`config.mk`:
```
export PLATFORM = sky130hd
export DESIGN_NAME = dfs_top
export DESIGN_NICKNAME = d
export VERILOG_FILES = /design/src/common/dfs_pkg.sv /design/src/core/dfs_sync.sv /design/src/core/dfs_top.sv
export VERILOG_INCLUDE_DIRS = /design/src /design/src/common
export SDC_FILE = /design/constraint.sdc
export NUM_CORES = 1
export LEC_CHECK = 0
export BUFFER_PORTS_ARGS = -buffer_cell sky130_fd_sc_hd__buf_2
export CAP_MARGIN = 20
export CORE_MARGIN = 4
export CORE_UTILIZATION = 44
export DETAILED_ROUTE_END_ITERATION = 16
export PLACE_DENSITY = 0.76
export SETUP_SLACK_MARGIN = 0.2
export SLEW_MARGIN = 20
export SYNTH_ARGS = -nofsm -noshare
export SYNTH_HDL_FRONTEND = slang
export SYNTH_SLANG_ARGS = --single-unit
```
`constraint.sdc`:
```
create_clock -name aclk -period 2.3 [get_ports aclk]
set_input_delay 0.345 -clock aclk [delete_from_list [all_inputs] [get_ports aclk]]
set_output_delay 0.345 -clock aclk [all_outputs]
set_load 0.02 [all_outputs]
```
`src/common/dfs_defs.svh`:
```
`ifndef DFS_DEFS_SVH
`define DFS_DEFS_SVH

// ==========================================================
// Register byte addresses
`define DFS_HS_CTL_ADDR 8'h00
`define DFS_LS_CTL_ADDR 8'h04
`define DFS_MODE_CTL_ADDR 8'h08
`define DFS_HS_STAT_ADDR 8'h0C
`define DFS_LS_STAT_ADDR 8'h10
`define DFS_WD_STAT_ADDR 8'h14
`define DFS_SRC_ADDR 8'h18
`define DFS_IRQ_EN_ADDR 8'h1C
`define DFS_IST_ADDR 8'h20
`define DFS_ICLR_ADDR 8'h24

// ==========================================================
// Field positions
`define DFS_HS_EN_BIT 0
`define DFS_HS_PWM_BIT 1
`define DFS_LSA_EN_BIT 0
`define DFS_LSA_PWM_BIT 1
`define DFS_LSB_EN_BIT 2
`define DFS_LSB_PWM_BIT 3
`define DFS_OVSD_BIT 0
`define DFS_CL_BIT 0
`define DFS_OL_BIT 1
`define DFS_OT_BIT 2
`define DFS_LSB_CL_BIT 2
`define DFS_LSB_OL_BIT 3
`define DFS_WD_ERR_BIT 2
`define DFS_IRQ_HS_BIT 0
`define DFS_IRQ_LS_BIT 1

// ==========================================================
// Reset values and codes
`define DFS_CTRL_RST 4'h0
`define DFS_IRQ_EN_RST 2'h0
`define DFS_CODE_NONE 4'h0
`define DFS_CODE_HS 4'h2
`define DFS_CODE_LS 4'h3
`define DFS_RESP_OKAY 2'h0
`define DFS_RESP_SLVERR 2'h2

`endif

```
`src/common/dfs_pkg.sv`:
```
// ==========================================================
// Types shared by the fault supervisor
package dfs_pkg;

    typedef enum logic [2:0] {
        DFS_MODE_RESET,
        DFS_MODE_NREQ,
        DFS_MODE_NORMAL,
        DFS_MODE_STOP,
        DFS_MODE_SLEEP
    } dfs_mode_type;

    // Whole register state of the top module
    typedef struct packed {
        logic aw_got;
        logic w_got;
        logic [7:0] awaddr;
        logic [7:0] wdata;
        logic wstrb0;
        logic bvalid;
        logic [1:0] bresp;
        logic rvalid;
        logic [31:0] rdata;
        logic [1:0] rresp;
        logic [1:0] hs_ctl;
        logic [3:0] ls_ctl;
        logic ov_en;
        logic [1:0] irq_en;
        logic [1:0] pend;
        logic hs_sd;
        logic ls_sd;
        logic hs_therm;
        logic ls_therm;
        logic wd_err;
        logic hs_out;
        logic lsa_out;
        logic lsb_out;
        logic irq_act;
        logic sleep_req;
    } dfs_state_type;

endpackage

```
`src/core/dfs_sync.sv`:
```
`timescale 1ns/1ps
`default_nettype none

// ==========================================================
// Two-flop synchroniser, one chain per bit
module dfs_sync #(
    parameter int W = 1
) (
    input wire logic aclk,
    input wire logic aresetn,
    input wire logic [W-1:0] d,
    output logic [W-1:0] q
);
    genvar i;
    generate
        for (i = 0; i < W; i++) begin : g_bit
            logic meta_r;
            logic sync_r;
            // First stage feeds only the second stage
            always_ff @(posedge aclk) begin
                if (!aresetn) begin
                    meta_r <= 1'b0;
                    sync_r <= 1'b0;
                end else begin
                    meta_r <= d[i];
                    sync_r <= meta_r;
                end
            end
            assign q[i] = sync_r;
        end
    endgenerate
endmodule

`default_nettype wire

```
`src/core/dfs_top.sv`:
```
// Notes on behaviour
// - HS overtemp: off, all flags, code 0010
// - HS stays off until cleared plus write
// - HS thermal shows open-load and limit together
// - HS open-load flag follows low current in Normal and Request only
// - HS current limit keeps output, flag bit0
// - HS enable plus PWM select follows pin
// - HS enable bit switches output
// - Overvoltage with enable shuts HS off
// - HS overtemp latched; IRQ only if enabled
// - LS overtemp: both off, flags, code 0011
// - LS stays off until cleared plus write
// - LS limit keeps on, flags bit0/bit2
// - Floating config pin in Reset mode sets watchdog error
// - Reset mode undervoltage, supply fine: sleep
// - Interrupts only in Normal, Request, Stop
// - Masked fault: IRQ high, no source
// - LS enable plus PWM select follows pin, except in Stop and Sleep
// - LS overtemp IRQ only if enabled
`include "dfs_defs.svh"
`timescale 1ns/1ps
`default_nettype none

module dfs_top
    import dfs_pkg::*;
(
    input wire logic aclk,
    input wire logic aresetn,
    input wire logic [7:0] s_axi_awaddr,
    input wire logic s_axi_awvalid,
    output logic s_axi_awready,
    input wire logic [31:0] s_axi_wdata,
    input wire logic [3:0] s_axi_wstrb,
    input wire logic s_axi_wvalid,
    output logic s_axi_wready,
    output logic [1:0] s_axi_bresp,
    output logic s_axi_bvalid,
    input wire logic s_axi_bready,
    input wire logic [7:0] s_axi_araddr,
    input wire logic s_axi_arvalid,
    output logic s_axi_arready,
    output logic [31:0] s_axi_rdata,
    output logic [1:0] s_axi_rresp,
    output logic s_axi_rvalid,
    input wire logic s_axi_rready,
    input wire dfs_mode_type op_mode,
    input wire logic direct_pwm_input,
    input wire logic hs_overtemp_in,
    input wire logic ls_overtemp_in,
    input wire logic supply_overvoltage_in,
    input wire logic hs_open_load_in,
    input wire logic hs_current_limit_in,
    input wire logic ls_a_open_load_in,
    input wire logic ls_a_current_limit_in,
    input wire logic ls_b_open_load_in,
    input wire logic ls_b_current_limit_in,
    input wire logic watchdog_config_pin_floating,
    input wire logic regulator_undervoltage_in,
    input wire logic supply_undervoltage_flag,
    output logic high_side_out,
    output logic low_side_a_out,
    output logic low_side_b_out,
    output logic irq_n,
    output logic wd_internal_timebase,
    output logic sleep_request
);
    // ======================================================
    // Pin synchronisers
    logic [12:0] pin_s;
    logic pwm_s, hs_ot, ls_ot, ovp, hs_ol, hs_cl;
    logic lsa_ol, lsa_cl, lsb_ol, lsb_cl, wd_float, reg_uv, sup_uv;

    dfs_sync #(.W(13)) u_sync (
        .aclk(aclk),
        .aresetn(aresetn),
        .d({direct_pwm_input, hs_overtemp_in, ls_overtemp_in,
            supply_overvoltage_in, hs_open_load_in,
            hs_current_limit_in, ls_a_open_load_in,
            ls_a_current_limit_in, ls_b_open_load_in,
            ls_b_current_limit_in, watchdog_config_pin_floating,
            regulator_undervoltage_in, supply_undervoltage_flag}),
        .q(pin_s)
    );

    assign {pwm_s, hs_ot, ls_ot, ovp, hs_ol, hs_cl, lsa_ol, lsa_cl,
            lsb_ol, lsb_cl, wd_float, reg_uv, sup_uv} = pin_s;

    // ======================================================
    // Address decode, shared by read and write paths
    function automatic logic [3:0] dfs_decode(input logic [7:0] a);
        case (a)
            `DFS_HS_CTL_ADDR: dfs_decode = 4'h1;
            `DFS_LS_CTL_ADDR: dfs_decode = 4'h2;
            `DFS_MODE_CTL_ADDR: dfs_decode = 4'h3;
            `DFS_HS_STAT_ADDR: dfs_decode = 4'h4;
            `DFS_LS_STAT_ADDR: dfs_decode = 4'h5;
            `DFS_WD_STAT_ADDR: dfs_decode = 4'h6;
            `DFS_SRC_ADDR: dfs_decode = 4'h7;
            `DFS_IRQ_EN_ADDR: dfs_decode = 4'h8;
            `DFS_IST_ADDR: dfs_decode = 4'h9;
            `DFS_ICLR_ADDR: dfs_decode = 4'hA;
            default: dfs_decode = 4'h0;
        endcase
    endfunction

    dfs_state_type s_r, s_nxt;

    // ======================================================
    // Combinational views of the state
    logic aw_take, w_take, ar_take, do_wr;
    logic [7:0] wa;
    logic [7:0] wd;
    logic wr_hs_ctl, wr_ls_ctl, irq_mode, ol_mode, drv_mode;
    logic hs_cause, ls_cause;
    logic [2:0] hs_stat;
    logic [3:0] ls_stat;
    logic [3:0] src_code;
    logic [1:0] set_pend, clr_pend;

    assign s_axi_awready = !s_r.aw_got && !s_r.bvalid;
    assign s_axi_wready = !s_r.w_got && !s_r.bvalid;
    assign s_axi_arready = !s_r.rvalid;
    assign aw_take = s_axi_awvalid && s_axi_awready;
    assign w_take = s_axi_wvalid && s_axi_wready;
    assign ar_take = s_axi_arvalid && s_axi_arready;
    // Write goes ahead once address and data are both held
    assign do_wr = (s_r.aw_got || aw_take) && (s_r.w_got || w_take);
    assign wa = s_r.aw_got ? s_r.awaddr : s_axi_awaddr;
    assign wd = s_r.w_got ? s_r.wdata : s_axi_wdata[7:0];
    assign wr_hs_ctl = do_wr && dfs_decode(wa) == 4'h1 &&
                       (s_r.w_got ? s_r.wstrb0 : s_axi_wstrb[0]);
    assign wr_ls_ctl = do_wr && dfs_decode(wa) == 4'h2 &&
                       (s_r.w_got ? s_r.wstrb0 : s_axi_wstrb[0]);

    // Mode gating of diagnostics and drivers
    assign irq_mode = op_mode == DFS_MODE_NORMAL ||
                      op_mode == DFS_MODE_NREQ ||
                      op_mode == DFS_MODE_STOP;
    assign ol_mode = op_mode == DFS_MODE_NORMAL ||
                     op_mode == DFS_MODE_NREQ;
    assign drv_mode = op_mode != DFS_MODE_STOP &&
                      op_mode != DFS_MODE_SLEEP;

    // Shutdown causes
    assign hs_cause = hs_ot || (ovp && s_r.ov_en);
    assign ls_cause = ls_ot || (ovp && s_r.ov_en);

    // Status words; thermal latch forces every flag high
    always_comb begin
        hs_stat = 3'h0;
        hs_stat[`DFS_CL_BIT] = hs_cl || s_r.hs_therm;
        hs_stat[`DFS_OL_BIT] = (hs_ol && ol_mode) || s_r.hs_therm;
        hs_stat[`DFS_OT_BIT] = s_r.hs_therm;
        ls_stat = 4'h0;
        ls_stat[`DFS_CL_BIT] = lsa_cl || s_r.ls_therm;
        ls_stat[`DFS_OL_BIT] = (lsa_ol && ol_mode) || s_r.ls_therm;
        ls_stat[`DFS_LSB_CL_BIT] = lsb_cl || s_r.ls_therm;
        ls_stat[`DFS_LSB_OL_BIT] = (lsb_ol && ol_mode) || s_r.ls_therm;
    end

    // High-side source outranks low-side in the code
    always_comb begin
        if (s_r.pend[`DFS_IRQ_HS_BIT]) begin
            src_code = `DFS_CODE_HS;
        end else if (s_r.pend[`DFS_IRQ_LS_BIT]) begin
            src_code = `DFS_CODE_LS;
        end else begin
            src_code = `DFS_CODE_NONE;
        end
    end

    // Sources set only when enabled, so masked faults leave no trace
    always_comb begin
        set_pend = 2'h0;
        set_pend[`DFS_IRQ_HS_BIT] = hs_ot && irq_mode &&
            s_r.irq_en[`DFS_IRQ_HS_BIT];
        set_pend[`DFS_IRQ_LS_BIT] = ls_ot && irq_mode &&
            s_r.irq_en[`DFS_IRQ_LS_BIT];
        clr_pend = 2'h0;
        if (do_wr && dfs_decode(wa) == 4'hA) begin
            clr_pend = wd[1:0];
        end
    end

    // ======================================================
    // Next-state logic
    always_comb begin
        s_nxt = s_r;
        // Write channel
        if (aw_take) begin
            s_nxt.aw_got = 1'b1;
            s_nxt.awaddr = s_axi_awaddr;
        end
        if (w_take) begin
            s_nxt.w_got = 1'b1;
            s_nxt.wdata = s_axi_wdata[7:0];
            s_nxt.wstrb0 = s_axi_wstrb[0];
        end
        if (do_wr) begin
            s_nxt.aw_got = 1'b0;
            s_nxt.w_got = 1'b0;
            s_nxt.bvalid = 1'b1;
            s_nxt.bresp = dfs_decode(wa) == 4'h0 ?
                          `DFS_RESP_SLVERR : `DFS_RESP_OKAY;
            if (s_r.w_got ? s_r.wstrb0 : s_axi_wstrb[0]) begin
                case (dfs_decode(wa))
                    4'h1: s_nxt.hs_ctl = wd[1:0];
                    4'h2: s_nxt.ls_ctl = wd[3:0];
                    4'h3: s_nxt.ov_en = wd[`DFS_OVSD_BIT];
                    4'h8: s_nxt.irq_en = wd[1:0];
                    default: ;
                endcase
            end
        end else if (s_r.bvalid && s_axi_bready) begin
            s_nxt.bvalid = 1'b0;
        end
        // Read channel
        if (ar_take) begin
            s_nxt.rvalid = 1'b1;
            s_nxt.rresp = `DFS_RESP_OKAY;
            s_nxt.rdata = 32'h0000_0000;
            case (dfs_decode(s_axi_araddr))
                4'h1: s_nxt.rdata[1:0] = s_r.hs_ctl;
                4'h2: s_nxt.rdata[3:0] = s_r.ls_ctl;
                4'h3: s_nxt.rdata[0] = s_r.ov_en;
                4'h4: s_nxt.rdata[2:0] = hs_stat;
                4'h5: s_nxt.rdata[3:0] = ls_stat;
                4'h6: s_nxt.rdata[`DFS_WD_ERR_BIT] = s_r.wd_err;
                4'h7: s_nxt.rdata[3:0] = src_code;
                4'h8: s_nxt.rdata[1:0] = s_r.irq_en;
                4'h9: s_nxt.rdata[1:0] = s_r.pend;
                4'hA: ;
                default: s_nxt.rresp = `DFS_RESP_SLVERR;
            endcase
        end else if (s_r.rvalid && s_axi_rready) begin
            s_nxt.rvalid = 1'b0;
        end
        // Shutdown latches: a live cause beats the re-enable write
        if (hs_cause) begin
            s_nxt.hs_sd = 1'b1;
        end else if (wr_hs_ctl) begin
            s_nxt.hs_sd = 1'b0;
        end
        if (hs_ot) begin
            s_nxt.hs_therm = 1'b1;
        end else if (wr_hs_ctl) begin
            s_nxt.hs_therm = 1'b0;
        end
        if (ls_cause) begin
            s_nxt.ls_sd = 1'b1;
        end else if (wr_ls_ctl) begin
            s_nxt.ls_sd = 1'b0;
        end
        if (ls_ot) begin
            s_nxt.ls_therm = 1'b1;
        end else if (wr_ls_ctl) begin
            s_nxt.ls_therm = 1'b0;
        end
        // Sticky sources; a new event wins over its clear
        s_nxt.pend = (s_r.pend & ~clr_pend) | set_pend;
        // Drivers; current limit never turns them off
        s_nxt.hs_out = s_r.hs_ctl[`DFS_HS_EN_BIT] && !s_nxt.hs_sd &&
            (!s_r.hs_ctl[`DFS_HS_PWM_BIT] || pwm_s);
        s_nxt.lsa_out = s_r.ls_ctl[`DFS_LSA_EN_BIT] && !s_nxt.ls_sd &&
            drv_mode &&
            (!s_r.ls_ctl[`DFS_LSA_PWM_BIT] || pwm_s);
        s_nxt.lsb_out = s_r.ls_ctl[`DFS_LSB_EN_BIT] && !s_nxt.ls_sd &&
            drv_mode &&
            (!s_r.ls_ctl[`DFS_LSB_PWM_BIT] || pwm_s);
        // Config pin is only judged while in Reset mode
        if (op_mode == DFS_MODE_RESET) begin
            s_nxt.wd_err = wd_float;
        end
        s_nxt.sleep_req = op_mode == DFS_MODE_RESET && reg_uv &&
                          !sup_uv;
        s_nxt.irq_act = |(s_nxt.pend & s_nxt.irq_en);
    end

    // ======================================================
    // State register
    always_ff @(posedge aclk) begin
        if (!aresetn) begin
            s_r <= '0;
        end else begin
            s_r <= s_nxt;
        end
    end

    // Outputs straight from flops
    assign s_axi_bvalid = s_r.bvalid;
    assign s_axi_bresp = s_r.bresp;
    assign s_axi_rvalid = s_r.rvalid;
    assign s_axi_rdata = s_r.rdata;
    assign s_axi_rresp = s_r.rresp;
    assign high_side_out = s_r.hs_out;
    assign low_side_a_out = s_r.lsa_out;
    assign low_side_b_out = s_r.lsb_out;
    assign irq_n = !s_r.irq_act;
    assign wd_internal_timebase = s_r.wd_err;
    assign sleep_request = s_r.sleep_req;

    // ======================================================
    // Checks
    property p_hs_ot_off;
        @(posedge aclk) disable iff (!aresetn)
        hs_ot |=> !high_side_out && hs_stat == 3'h7;
    endproperty
    a_hs_ot_off: assert property (p_hs_ot_off)
        else $error("HS overtemp did not shut down");

    property p_hs_code;
        @(posedge aclk) disable iff (!aresetn)
        s_r.pend[`DFS_IRQ_HS_BIT] |-> src_code == `DFS_CODE_HS &&
            (!irq_n == s_r.irq_en[`DFS_IRQ_HS_BIT] ||
             s_r.pend[`DFS_IRQ_LS_BIT]);
    endproperty
    a_hs_code: assert property (p_hs_code)
        else $error("HS source code or IRQ wrong");

    property p_hs_stay_off;
        @(posedge aclk) disable iff (!aresetn)
        s_r.hs_sd && !wr_hs_ctl |=> s_r.hs_sd && !high_side_out;
    endproperty
    a_hs_stay_off: assert property (p_hs_stay_off)
        else $error("HS came back without write");

    property p_pwm_follow;
        @(posedge aclk) disable iff (!aresetn)
        s_r.hs_ctl == 2'h3 && !s_r.hs_sd && !hs_cause
            |=> high_side_out == $past(pwm_s);
    endproperty
    a_pwm_follow: assert property (p_pwm_follow)
        else $error("HS not following PWM pin");

    property p_ovp_off;
        @(posedge aclk) disable iff (!aresetn)
        ovp && s_r.ov_en |=> !high_side_out && s_r.hs_sd;
    endproperty
    a_ovp_off: assert property (p_ovp_off)
        else $error("Overvoltage left HS on");

    property p_masked;
        @(posedge aclk) disable iff (!aresetn)
        !s_r.irq_en[`DFS_IRQ_HS_BIT] && !s_r.pend[`DFS_IRQ_HS_BIT] &&
            !wr_hs_ctl |=> !s_r.pend[`DFS_IRQ_HS_BIT];
    endproperty
    a_masked: assert property (p_masked)
        else $error("Masked source was set");

    property p_ls_ot_off;
        @(posedge aclk) disable iff (!aresetn)
        ls_ot |=> !low_side_a_out && !low_side_b_out && ls_stat == 4'hF;
    endproperty
    a_ls_ot_off: assert property (p_ls_ot_off)
        else $error("LS overtemp did not shut down");

    property p_no_irq_mode;
        @(posedge aclk) disable iff (!aresetn)
        !irq_mode && s_r.pend == 2'h0 |=> s_r.pend == 2'h0;
    endproperty
    a_no_irq_mode: assert property (p_no_irq_mode)
        else $error("Source set outside allowed modes");

    property p_sleep;
        @(posedge aclk) disable iff (!aresetn)
        op_mode == DFS_MODE_RESET && reg_uv && !sup_uv |=> sleep_request;
    endproperty
    a_sleep: assert property (p_sleep)
        else $error("No sleep request on undervoltage");

    property p_wd_err;
        @(posedge aclk) disable iff (!aresetn)
        op_mode == DFS_MODE_RESET && wd_float |=> wd_internal_timebase;
    endproperty
    a_wd_err: assert property (p_wd_err)
        else $error("Watchdog error not flagged");
endmodule

`default_nettype wire

```
==> summary.txt, run 1 <==
Ports - 122
XOR/XNOR share of the synthesized area - 0.00270
Clk sinks - 70
Worst path bufs/invs - 0
Peak supply drop - 0.432 mV
Placed inst area - 3480 um2
Final period utilization - 0.938
Area of the die - 8820 um2
Clock Tree Buf Depth - 2
Antenna violations before repair - 0
Placeable Area - 7210 um2
GR Util met1 - 0.187
R2R cell count - 6
Design Area, Final - 3860 um2
WL final - 7.04 mm
Compound-Gate Fraction of Synth Area - 0.157
CTS buffer count - 9
CP Class - reg -> reg
CP endpoint kind - register
Syn avg cell area - 8.90 um2
Clock skew - 0.00866 ns
WL/cell - 13.4 um
Largest net degree at the start of global routing - 29
Mapped Area - 3250 um2
Outcome - finished, final reports clean
Mapped Cells - 365
Vias/cell - 4.98
First-pass GRT wire length - 11.4 mm
Starting density of the core - 0.450
Ys Warns - 0
Async SR Flop Fraction - 0
GR Util met2 - 0.284
Setup ws final - 0.143 ns
GR Util met3 - 0.0465
Largest family of logic cells by synthesized area - simple AND/OR/NAND/NOR gates
Root Driver - clkbuf_8
GP Congestion - 0.883
N_diodes - 0
Residual DRC - 0
Pwr/cell area - 781 nW/um2
MaxCap Viol Count - 0
Layout area overhead - 18.9%
Final setup fails - 0
Netlist cell types - 51
Clk_lat worst skew - 0.34 ns
Worst hold path type - in -> reg
Mux contribution to synthesized area - 0.0693
Post-layout nets - 498
Sequential area share after synthesis - 0.431
Stages on the worst setup path - 6
Clock transition at path regs - 0.08 ns
CP delay by family, top - compound AO/OA/AOI/OAI gates
Die Height - 93.9 um
Max Fclk - 464 MHz
Headroom to the max-slew limit - 0.519
Initial drt markers - 195
Gr ovfl total - 0
IO Port Bufs - 60
Number of synthesized flops with an enable pin - 0
Antenna viol nets, final - 0
Simple-gate area share of the yosys netlist - 0.213
Die Span X - 93.9 um
R2R Setup Slk - 0.14 ns
Slew Limit Fails - 0
# H-tree levels - 3
Vias in the first global route - 2540
#FFs+latches synth - 70
Share of post-route cells with drive strength above 1 - 0.259
Busiest grt layer - met2
RSZ-0062 raised after global routing - true
Gr usage total - 0.162
Synth Area in Adders - 0
Worst-Margin Slew - 0.720 ns
LEAKAGE - 1.66 nW
Final Hold Fails - 0
CP max stage delay - 0.54 ns
Most used flip-flop cell after synthesis - dfxtp_1
DP Wirelength - 5.02 mm
Worst EP arrival - 2.39 ns
Hold Path Stages - 2
CP Cell Sequence - or4b_4, o22ai_4, o2111a_2, o2111ai_4, a221o_1, and2_1
CP startpoint kind - register
CP required - 2.53 ns
Row cnt - 31
Via count - 2622
CTS tree - built
Worst hold margin - 0.183 ns
Slowest CP cell - or4b_4
Crit path max fanout - 3
1st-pass router iterations - 4
Hold buffer count at cts - 0
Non-filler cells, final - 527
Place WS - -0.0364 ns
Post-layout min period - 2.16 ns
Placed Cells - 509
[worst reg2reg max path: stages (launching register included)]
cell	delay, ns
dfxtp_2	0.32
or4b_4	0.54
o22ai_4	0.21
o2111a_2	0.28
o2111ai_4	0.14
a221o_1	0.38
and2_1	0.18
[through the flow]
stage	power [mW]	setup TNS (ns)	util
after floorplan	1.65	0	-
after global placement	1.69	-0.0245	0.483
after detailed placement	1.71	-0.0706	0.483
after CTS	3.03	0	0.528
after global routing	3.15	0	0.536
final	3.02	0	0.536
[what timing repair did]
item                                   in CTS  in global routing
pin swaps                                  11                  7
setup endpoints to repair                   7                 18
buffers inserted                            1                  1
endpoints found under the hold margin       0                  0
resized for setup                           9                 12
[cells by family (layout without fill, tap and decap cells)]
group           Yosys count  count (layout)
simple gates            138             138
mux                      22              22
buf+inv                  64              98
other cells               1              30
xor+xnor                  1               1
flops                    70              70
compound gates           69              69
[cell usage in the layout, fill, tap and decap left out, drive strengths merged, types with 5 or more instances in the layout]
cell type | netlist | layout
a21oi | 18 | 18
nand3 | 5 | 5
and2 | 32 | 32
nor3 | 9 | 9
dfxtp | 70 | 70
o21ai | 9 | 9
a211oi | 6 | 6
nor2b | 6 | 6
clkbuf | 14 | 9
inv | 12 | 12
conb | 1 | 30
mux2i | 18 | 18
nand2 | 35 | 35
buf | 38 | 70
nor2 | 35 | 35
[synthesized netlist by cell type, types with 4 or more instances]
cell type | number | share of area
a211oi_1 | 6 | 0.014
a21oi_1 | 18 | 0.028
a31oi_1 | 4 | 0.0077
and2_1 | 31 | 0.060
buf_4 | 36 | 0.083
clkbuf_1 | 12 | 0.014
dfxtp_1 | 70 | 0.43
inv_1 | 12 | 0.014
mux2_2 | 4 | 0.014
mux2i_1 | 18 | 0.055
nand2_1 | 35 | 0.040
nand3_1 | 5 | 0.0077
nor2_1 | 35 | 0.040
nor2b_1 | 6 | 0.012
nor3_1 | 9 | 0.014
o21ai_0 | 9 | 0.014
[power breakdown]
group          switching [mW]  leakage, nW  internal, mW
Clock                   0.468        0.134         0.835
Sequential             0.0396        0.575          1.27
Combinational           0.249        0.951         0.157
[final timing paths]
kind	start	end
setup / recovery	s_r[69]	s_r[8]
hold / removal	s_axi_rready	s_axi_rvalid
setup reg to reg	s_r[69]	s_r[8]
hold reg to reg	u_sync.g_bit[12].meta_r	u_sync.g_bit[12].sync_r
[cell type report]
cell class              instances  area [um2]
flip-flops and latches         70        1410
well taps                      99         124
clock buffers                   9         124
fillers                       662        3350
multi-input cells             260        1630
clock inverters                 7         146
inverters                      12        45.0
repair buffers                 70         392
[sequential cells by signal, summed over array words and instances (netlist names)]
name and cells:
low_side_b_out 1, sleep_request 1, hs_stat 1, s_axi_bresp 1, low_side_a_out 1, wd_internal_timebase 1
high_side_out 1, s_axi_rresp 1, s_axi_rdata 4, s_r 30, s_axi_bvalid 1, s_axi_rvalid 1
u_sync.g_bit.meta_r 13, u_sync.g_bit.sync_r 13
[routing by layer]
layer	vias to the layer above	wire length [um]
met1	1215	3000
met5	-	0
met3	8	451
met4	0	66
li1	1315	-
met2	84	3530
Power figures use the tool's default switching activity.
==> run 2, diff against run 1 <==
--- a/config.mk
+++ b/config.mk
@@ -12,7 +12,7 @@
 export CORE_UTILIZATION = 44
 export DETAILED_ROUTE_END_ITERATION = 16
 export PLACE_DENSITY = 0.76
-export SETUP_SLACK_MARGIN = 0.2
+export SETUP_SLACK_MARGIN = 0.3
 export SLEW_MARGIN = 20
 export SYNTH_ARGS = -nofsm -noshare
 export SYNTH_HDL_FRONTEND = slang
==> run 2 against run 1 <==
Net effect: wire length shrank 3.3%; critical path depth is the same; maximum frequency grew 1.8%; critical path type unchanged; die area is the same.
==> summary.txt, run 2 (synthesis gave the netlist of run 1 again) <==
IO Port Bufs - 60 (unchanged)
Non-filler cells, final - 531 (was 527)
Top flop regs - s_r x30, u_sync.g_bit.meta_r x13, u_sync.g_bit.sync_r x13 (unchanged)
Largest net degree at the start of global routing - 29 (unchanged)
Vias in the first global route - 2466 (was 2540)
Setup ws final - 0.181 ns (was 0.143 ns)
Worst Hold End - s_axi_rvalid (unchanged)
R2R cell count - 6 (unchanged)
Crit path max fanout - 6 (was 3)
Worst hold path type - in -> reg (unchanged)
Final period utilization - 0.921 (was 0.938)
CP max stage delay - 0.48 ns (was 0.54 ns)
Outcome - finished, final reports clean (unchanged)
WL/cell - 12.8 um (was 13.4 um)
Antenna viol nets, final - 0 (unchanged)
Via count - 2619 (was 2622)
R2R Setup Slk - 0.18 ns (was 0.14 ns)
CP Class - reg -> reg (unchanged)
Worst hold start - s_axi_rready (unchanged)
Headroom to the max-slew limit - 0.498 (was 0.519)
Final setup fails - 0 (unchanged)
Slew Limit Fails - 0 (unchanged)
Antenna violations before repair - 0 (unchanged)
CP Launch Point - s_r[77] (was s_r[69])
Clk sinks - 70 (unchanged)
Starting density of the core - 0.450 (unchanged)
Ports - 122 (unchanged)
Vias/cell - 4.93 (was 4.98)
Placeable Area - 7210 um2 (unchanged)
WL final - 6.81 mm (was 7.04 mm)
N_diodes - 0 (unchanged)
DP Wirelength - 4.90 mm (was 5.02 mm)
MaxCap Viol Count - 0 (unchanged)
Initial drt markers - 136 (was 195)
Post-layout min period - 2.12 ns (was 2.16 ns)
Row cnt - 31 (unchanged)
Die Height - 93.9 um (unchanged)
Area of the die - 8820 um2 (unchanged)
Setup_tns - 0 ns (unchanged)
LEAKAGE - 1.64 nW (was 1.66 nW)
R2r endpoint - s_r[8] (unchanged)
CP delay by family, top - compound AO/OA/AOI/OAI gates (unchanged)
RSZ-0062 raised after global routing - true (unchanged)
Clock Tree Buf Depth - 2 (unchanged)
Clock transition at path regs - 0.08 ns (about the same)
Final Hold Fails - 0 (unchanged)
Placed Cells - 509 (unchanged)
Slowest CP cell - or4b_4 (unchanged)
Clk_lat worst skew - 0.35 ns (was 0.34 ns)
Max FFs per register - 30 (unchanged)
Number of fill cells - 673 (was 662)
CP required - 2.54 ns (was 2.53 ns)
Clock skew - 0.0110 ns (was 0.00866 ns)
Place WS - 0.0447 ns (was -0.0364 ns)
Post-layout nets - 502 (was 498)
Peak supply drop - 0.418 mV (was 0.432 mV)
Most frequent cells in the layout - dfxtp_1 (68), buf_2 (60), nand2_1 (35) (was dfxtp_1 (67), buf_2 (60), nand2_1 (35))
Commonest non-fill, non-tap cell in the layout - dfxtp_1 (unchanged)
Layout area overhead - 17.7% (was 18.9%)
Root Driver - clkbuf_8 (unchanged)
Max Fclk - 472 MHz (was 464 MHz)
First-pass GRT wire length - 11.1 mm (was 11.4 mm)
Residual DRC - 0 (unchanged)
Worst path bufs/invs - 0 (unchanged)
Worst EP arrival - 2.36 ns (was 2.39 ns)
Hold buffer count at cts - 0 (unchanged)
1st-pass router iterations - 4 (unchanged)
Worst-Margin Slew - 0.752 ns (was 0.720 ns)
CP Cell Sequence - or4b_4, o22ai_4, o2111a_2, o2111ai_4, a221o_1, and2_1 (unchanged)
Biggest register - s_r (unchanged)
CP endpoint kind - register (unchanged)
# H-tree levels - 3 (unchanged)
Pwr/cell area - 717 nW/um2 (was 781 nW/um2)
Worst hold margin - 0.177 ns (was 0.183 ns)
Gr ovfl total - 0 (unchanged)
Share of post-route cells with drive strength above 1 - 0.271 (was 0.259)
GP Congestion - 0.862 (was 0.883)
R2r startpoint - s_r[77] (was s_r[69])
Die Span X - 93.9 um (unchanged)
CTS tree - built (unchanged)
Gr usage total - 0.160 (was 0.162)
CTS buffer count - 9 (unchanged)
CP startpoint kind - register (unchanged)
Hold Path Stages - 2 (unchanged)
## run 2: cell count changes in the layout (fill, tap and decap cells not counted), moves of 2 or more
cell | previous run | this run
a21oi_1 | 18 | 16
a21oi_2 | 0 | 2
buf_4 | 8 | 11
bufinv_16 | 4 | 1
clkbuf_8 | 9 | 11
clkinv_2 | 0 | 2
clkinv_4 | 3 | 0
dfxtp_2 | 3 | 1
nor3_1 | 6 | 8
nor3_2 | 3 | 1
## run 2: layer usage
layer,GRT usage,share of wire
met2,0.266,0.49
met4,0.0746,0.0073
met1,0.193,0.43
met3,0.0393,0.067
met5,0,0
## run 2: report_power, final
part	internal [mW]	switching, mW	leakage, nW
Combinational	0.162	0.245	0.961
Sequential	1.27	0.0399	0.575
Clock	0.560	0.468	0.106
Total	1.99	0.753	1.64
## run 2: cell type report
class | instances | area [um2] | share of cell area
Sequential cell | 70 | 1410 | 0.368
Clock buffer | 11 | 151 | 0.0396
Timing Repair Buffer | 74 | 414 | 0.108
Multi-Input combinational cell | 260 | 1630 | 0.425
Tap cell | 99 | 124 | 0.0324
Clock inverter | 5 | 56.3 | 0.0147
Inverter | 12 | 45.0 | 0.0118
## run 2: what timing repair did
action	in CTS	in global routing
pin swaps	7	7
resized for setup	8	12
hold endpoints to repair	0	0
endpoints found under the setup margin	19	19
setup buffers	3	3
## run 2: worst register-to-register path: cells and delay by family, from the launching register on
kind             cells  cell delay [ns]
AO/OA/AOI/OAI        4             0.98
flip-flops           1             0.40
AND/OR/NAND/NOR      2             0.65
## run 2: worst max path at each step
stage	end	slack, ns	cells after the start
3_3_place_gp	s_r[8]	0.04	7
4_1_cts	s_r[8]	0.15	6
6_report	s_r[8]	0.18	6
3_5_place_dp	s_r[8]	0.04	7
5_1_grt	s_r[8]	0.12	6
2_1_floorplan	s_r[8]	0.21	7
## run 2: through the flow
stage	total power [mW]	cell area, um2	util
5_1_grt	2.88	3820	0.530
3_5_place_dp	1.71	3490	0.483
3_3_place_gp	1.70	3490	0.483
2_1_floorplan	1.65	3370	-
6_report	2.74	3820	0.530
4_1_cts	2.74	3740	0.519
==> run 3, diff against run 2 <==
--- a/config.mk
+++ b/config.mk
@@ -8,7 +8,6 @@
 export LEC_CHECK = 0
 export BUFFER_PORTS_ARGS = -buffer_cell sky130_fd_sc_hd__buf_2
 export CAP_MARGIN = 20
-export CORE_MARGIN = 4
 export CORE_UTILIZATION = 44
 export DETAILED_ROUTE_END_ITERATION = 16
 export PLACE_DENSITY = 0.76
==> constraint.sdc (replaced) <==
create_clock -name aclk -period 2.3 [get_ports aclk]
set_input_delay 0.345 -clock aclk [delete_from_list [all_inputs] [get_ports aclk]]
set_output_delay 0.345 -clock aclk [all_outputs]
set_load 0.05 [all_outputs]
==> run 3 against run 2 <==
Net effect: global-route usage increased by 1.8 points; critical path type unchanged; final cell count decreased by 0.38%; maximum frequency decreased by 0.62%; sequential share of layout area decreased by 0.22 points; count of clock-buffer cells in the layout decreased by 1; via count decreased by 0.53%; combinational power increased by 26%; worst hold slack improved by 0.0045 ns; sequential power about the same; wire length decreased by 1.6%; critical path depth unchanged.
==> summary.txt, run 3 (synthesis gave the netlist of run 1 again) <==
Die Span X - 87.9 um (was 93.9 um)
Slowest CP cell - or4b_4 (unchanged)
R2r endpoint - s_r[8] (unchanged)
Post-layout util - 0.554 (was 0.530)
Starting density of the core - 0.468 (was 0.450)
N_diodes - 0 (unchanged)
Worst hold path type - in -> reg (unchanged)
Max Fclk - 469 MHz (was 472 MHz)
MaxCap Viol Count - 0 (unchanged)
Antenna viol nets, final - 0 (unchanged)
Vias/cell - 4.92 (was 4.93)
CP max stage delay - 0.54 ns (was 0.48 ns)
Sw power - 0.843 mW (was 0.753 mW)
Clock Tree Buf Depth - 2 (unchanged)
Total internal power - 2.04 mW (was 1.99 mW)
Gr ovfl total - 0 (unchanged)
Share of post-route cells with drive strength above 1 - 0.273 (was 0.271)
1st-pass router iterations - 4 (unchanged)
Worst-Margin Slew - 0.693 ns (was 0.752 ns)
LEAKAGE - 1.66 nW (was 1.64 nW)
Hold Path Stages - 2 (unchanged)
Area of the die - 7730 um2 (was 8820 um2)
WL/cell - 12.7 um (was 12.8 um)
CP endpoint kind - register (unchanged)
CP startpoint kind - register (unchanged)
Placed inst area - 3500 um2 (was 3490 um2)
Peak supply drop - 0.534 mV (was 0.418 mV)
Place WS - 0.00425 ns (was 0.0447 ns)
Root Driver - clkbuf_8 (unchanged)
Largest net degree at the start of global routing - 35 (was 29)
Slew Limit Fails - 0 (unchanged)
Biggest register - s_r (unchanged)
Post-layout min period - 2.13 ns (was 2.12 ns)
Final Hold Fails - 0 (unchanged)
CTS buffer count - 9 (unchanged)
Logic pwr share - 0.178 (was 0.148)
Clk_lat worst skew - 0.34 ns (was 0.35 ns)
First-pass GRT wire length - 10.5 mm (was 11.1 mm)
Clock power frac - 0.369 (was 0.375)
Worst path bufs/invs - 0 (unchanged)
Die Height - 87.9 um (was 93.9 um)
Top flop regs - s_r x30, u_sync.g_bit.meta_r x13, u_sync.g_bit.sync_r x13 (unchanged)
Vias in the first global route - 2305 (was 2466)
CP Cell Sequence - or4b_4, o22ai_4, o2111a_2, o2111ai_4, a221o_1, and2_1 (unchanged)
RSZ-0062 raised after global routing - true (unchanged)
Design Area, Final - 3850 um2 (was 3820 um2)
Clk sinks - 70 (unchanged)
Max FFs per register - 30 (unchanged)
Crit path max fanout - 3 (was 6)
Residual DRC - 0 (unchanged)
Hold buffer count at cts - 0 (unchanged)
Clock transition at path regs - 0.07 ns (was 0.08 ns)
Row cnt - 30 (was 31)
Sequential share of power - 0.453 (was 0.477)
Worst EP arrival - 2.36 ns (about the same)
Clock skew - 0.0117 ns (was 0.0110 ns)
Setup ws final - 0.168 ns (was 0.181 ns)
Final setup fails - 0 (unchanged)
CP required - 2.53 ns (was 2.54 ns)
Ports - 122 (unchanged)
GP Congestion - 0.831 (was 0.862)
Placeable Area - 6940 um2 (was 7210 um2)
Post-layout nets - 503 (was 502)
IO Port Bufs - 60 (unchanged)
R2R Setup Slk - 0.17 ns (was 0.18 ns)
Pwr/cell area - 750 nW/um2 (was 717 nW/um2)
CP Class - reg -> reg (unchanged)
WL final - 6.70 mm (was 6.81 mm)
CP delay by family, top - compound AO/OA/AOI/OAI gates (unchanged)
# H-tree levels - 3 (unchanged)
CTS tree - built (unchanged)
Switch share - 0.292 (was 0.274)
Worst hold start - s_axi_rready (unchanged)
Setup_tns - 0 ns (unchanged)
Commonest non-fill, non-tap cell in the layout - dfxtp_1 (unchanged)
Via count - 2605 (was 2619)
Initial drt markers - 169 (was 136)
DP Wirelength - 4.69 mm (was 4.90 mm)
R2r startpoint - s_r[69] (was s_r[77])
Headroom to the max-slew limit - 0.538 (was 0.498)
Final period utilization - 0.927 (was 0.921)
Outcome - finished, final reports clean (unchanged)
R2R cell count - 6 (unchanged)
Gr usage total - 0.178 (was 0.160)
Antenna violations before repair - 0 (unchanged)
Most frequent cells in the layout - dfxtp_1 (68), buf_2 (60), nand2_1 (35) (unchanged)
Layout area overhead - 18.4% (was 17.7%)
Worst Hold End - s_axi_rvalid (unchanged)
## run 3: routing by layer
layer,vias up,track usage,wire [um]
li1,1323,-,-
met1,1188,0.221,2960
met5,-,0,0
met3,17,0.0386,276
met4,0,0.0835,165
met2,77,0.294,3300
## run 3: timing repair
| item | in CTS | in global routing |
|---|---|---|
| buffers inserted | 3 | 3 |
| endpoints found under the setup margin | 10 | 15 |
| pin swaps | 5 | 10 |
| gates resized for setup | 11 | 9 |
| gates cloned | 0 | 0 |
## run 3: worst max-delay path by stage
stage	from	endpoint	slack, ns	depth (start not counted)
finish	s_r[69]	s_r[8]	0.17	6
detailed placement	s_axi_awaddr[1]	low_side_a_out	0.004	7
floorplan	s_r[77]	s_r[8]	0.20	7
CTS	s_r[69]	low_side_b_out	0.19	6
global placement	s_axi_awaddr[1]	low_side_a_out	0.05	7
global route	s_r[69]	s_r[8]	0.11	6
## run 3: layout make-up
class	count	area [um2]
Clock buffer	10	128
Inverter	12	45.0
Sequential cell	70	1410
Multi-Input combinational cell	260	1640
Fill cell	617	3100
Clock inverter	6	86.3
Tap cell	96	120
Timing Repair Buffer	75	420
## run 3: power groups by stage
stage / Sequential, mW / Clock, mW / Combinational (mW)
final: 1.31 / 1.06 / 0.514
after global routing: 1.31 / 1.14 / 0.555
after CTS: 1.31 / 1.09 / 0.500
after detailed placement: 1.33 / 0 / 0.481
after global placement: 1.33 / 0 / 0.472
after floorplan: 1.33 / 0 / 0.424
## run 3: metrics by stage
step	power (mW)	hold WS, ns	cells
after floorplan	1.75	0.412	394
after global placement	1.80	0.414	507
after detailed placement	1.81	0.419	507
after CTS	2.90	0.168	526
after global routing	3.01	0.192	529
final	2.89	0.181	529
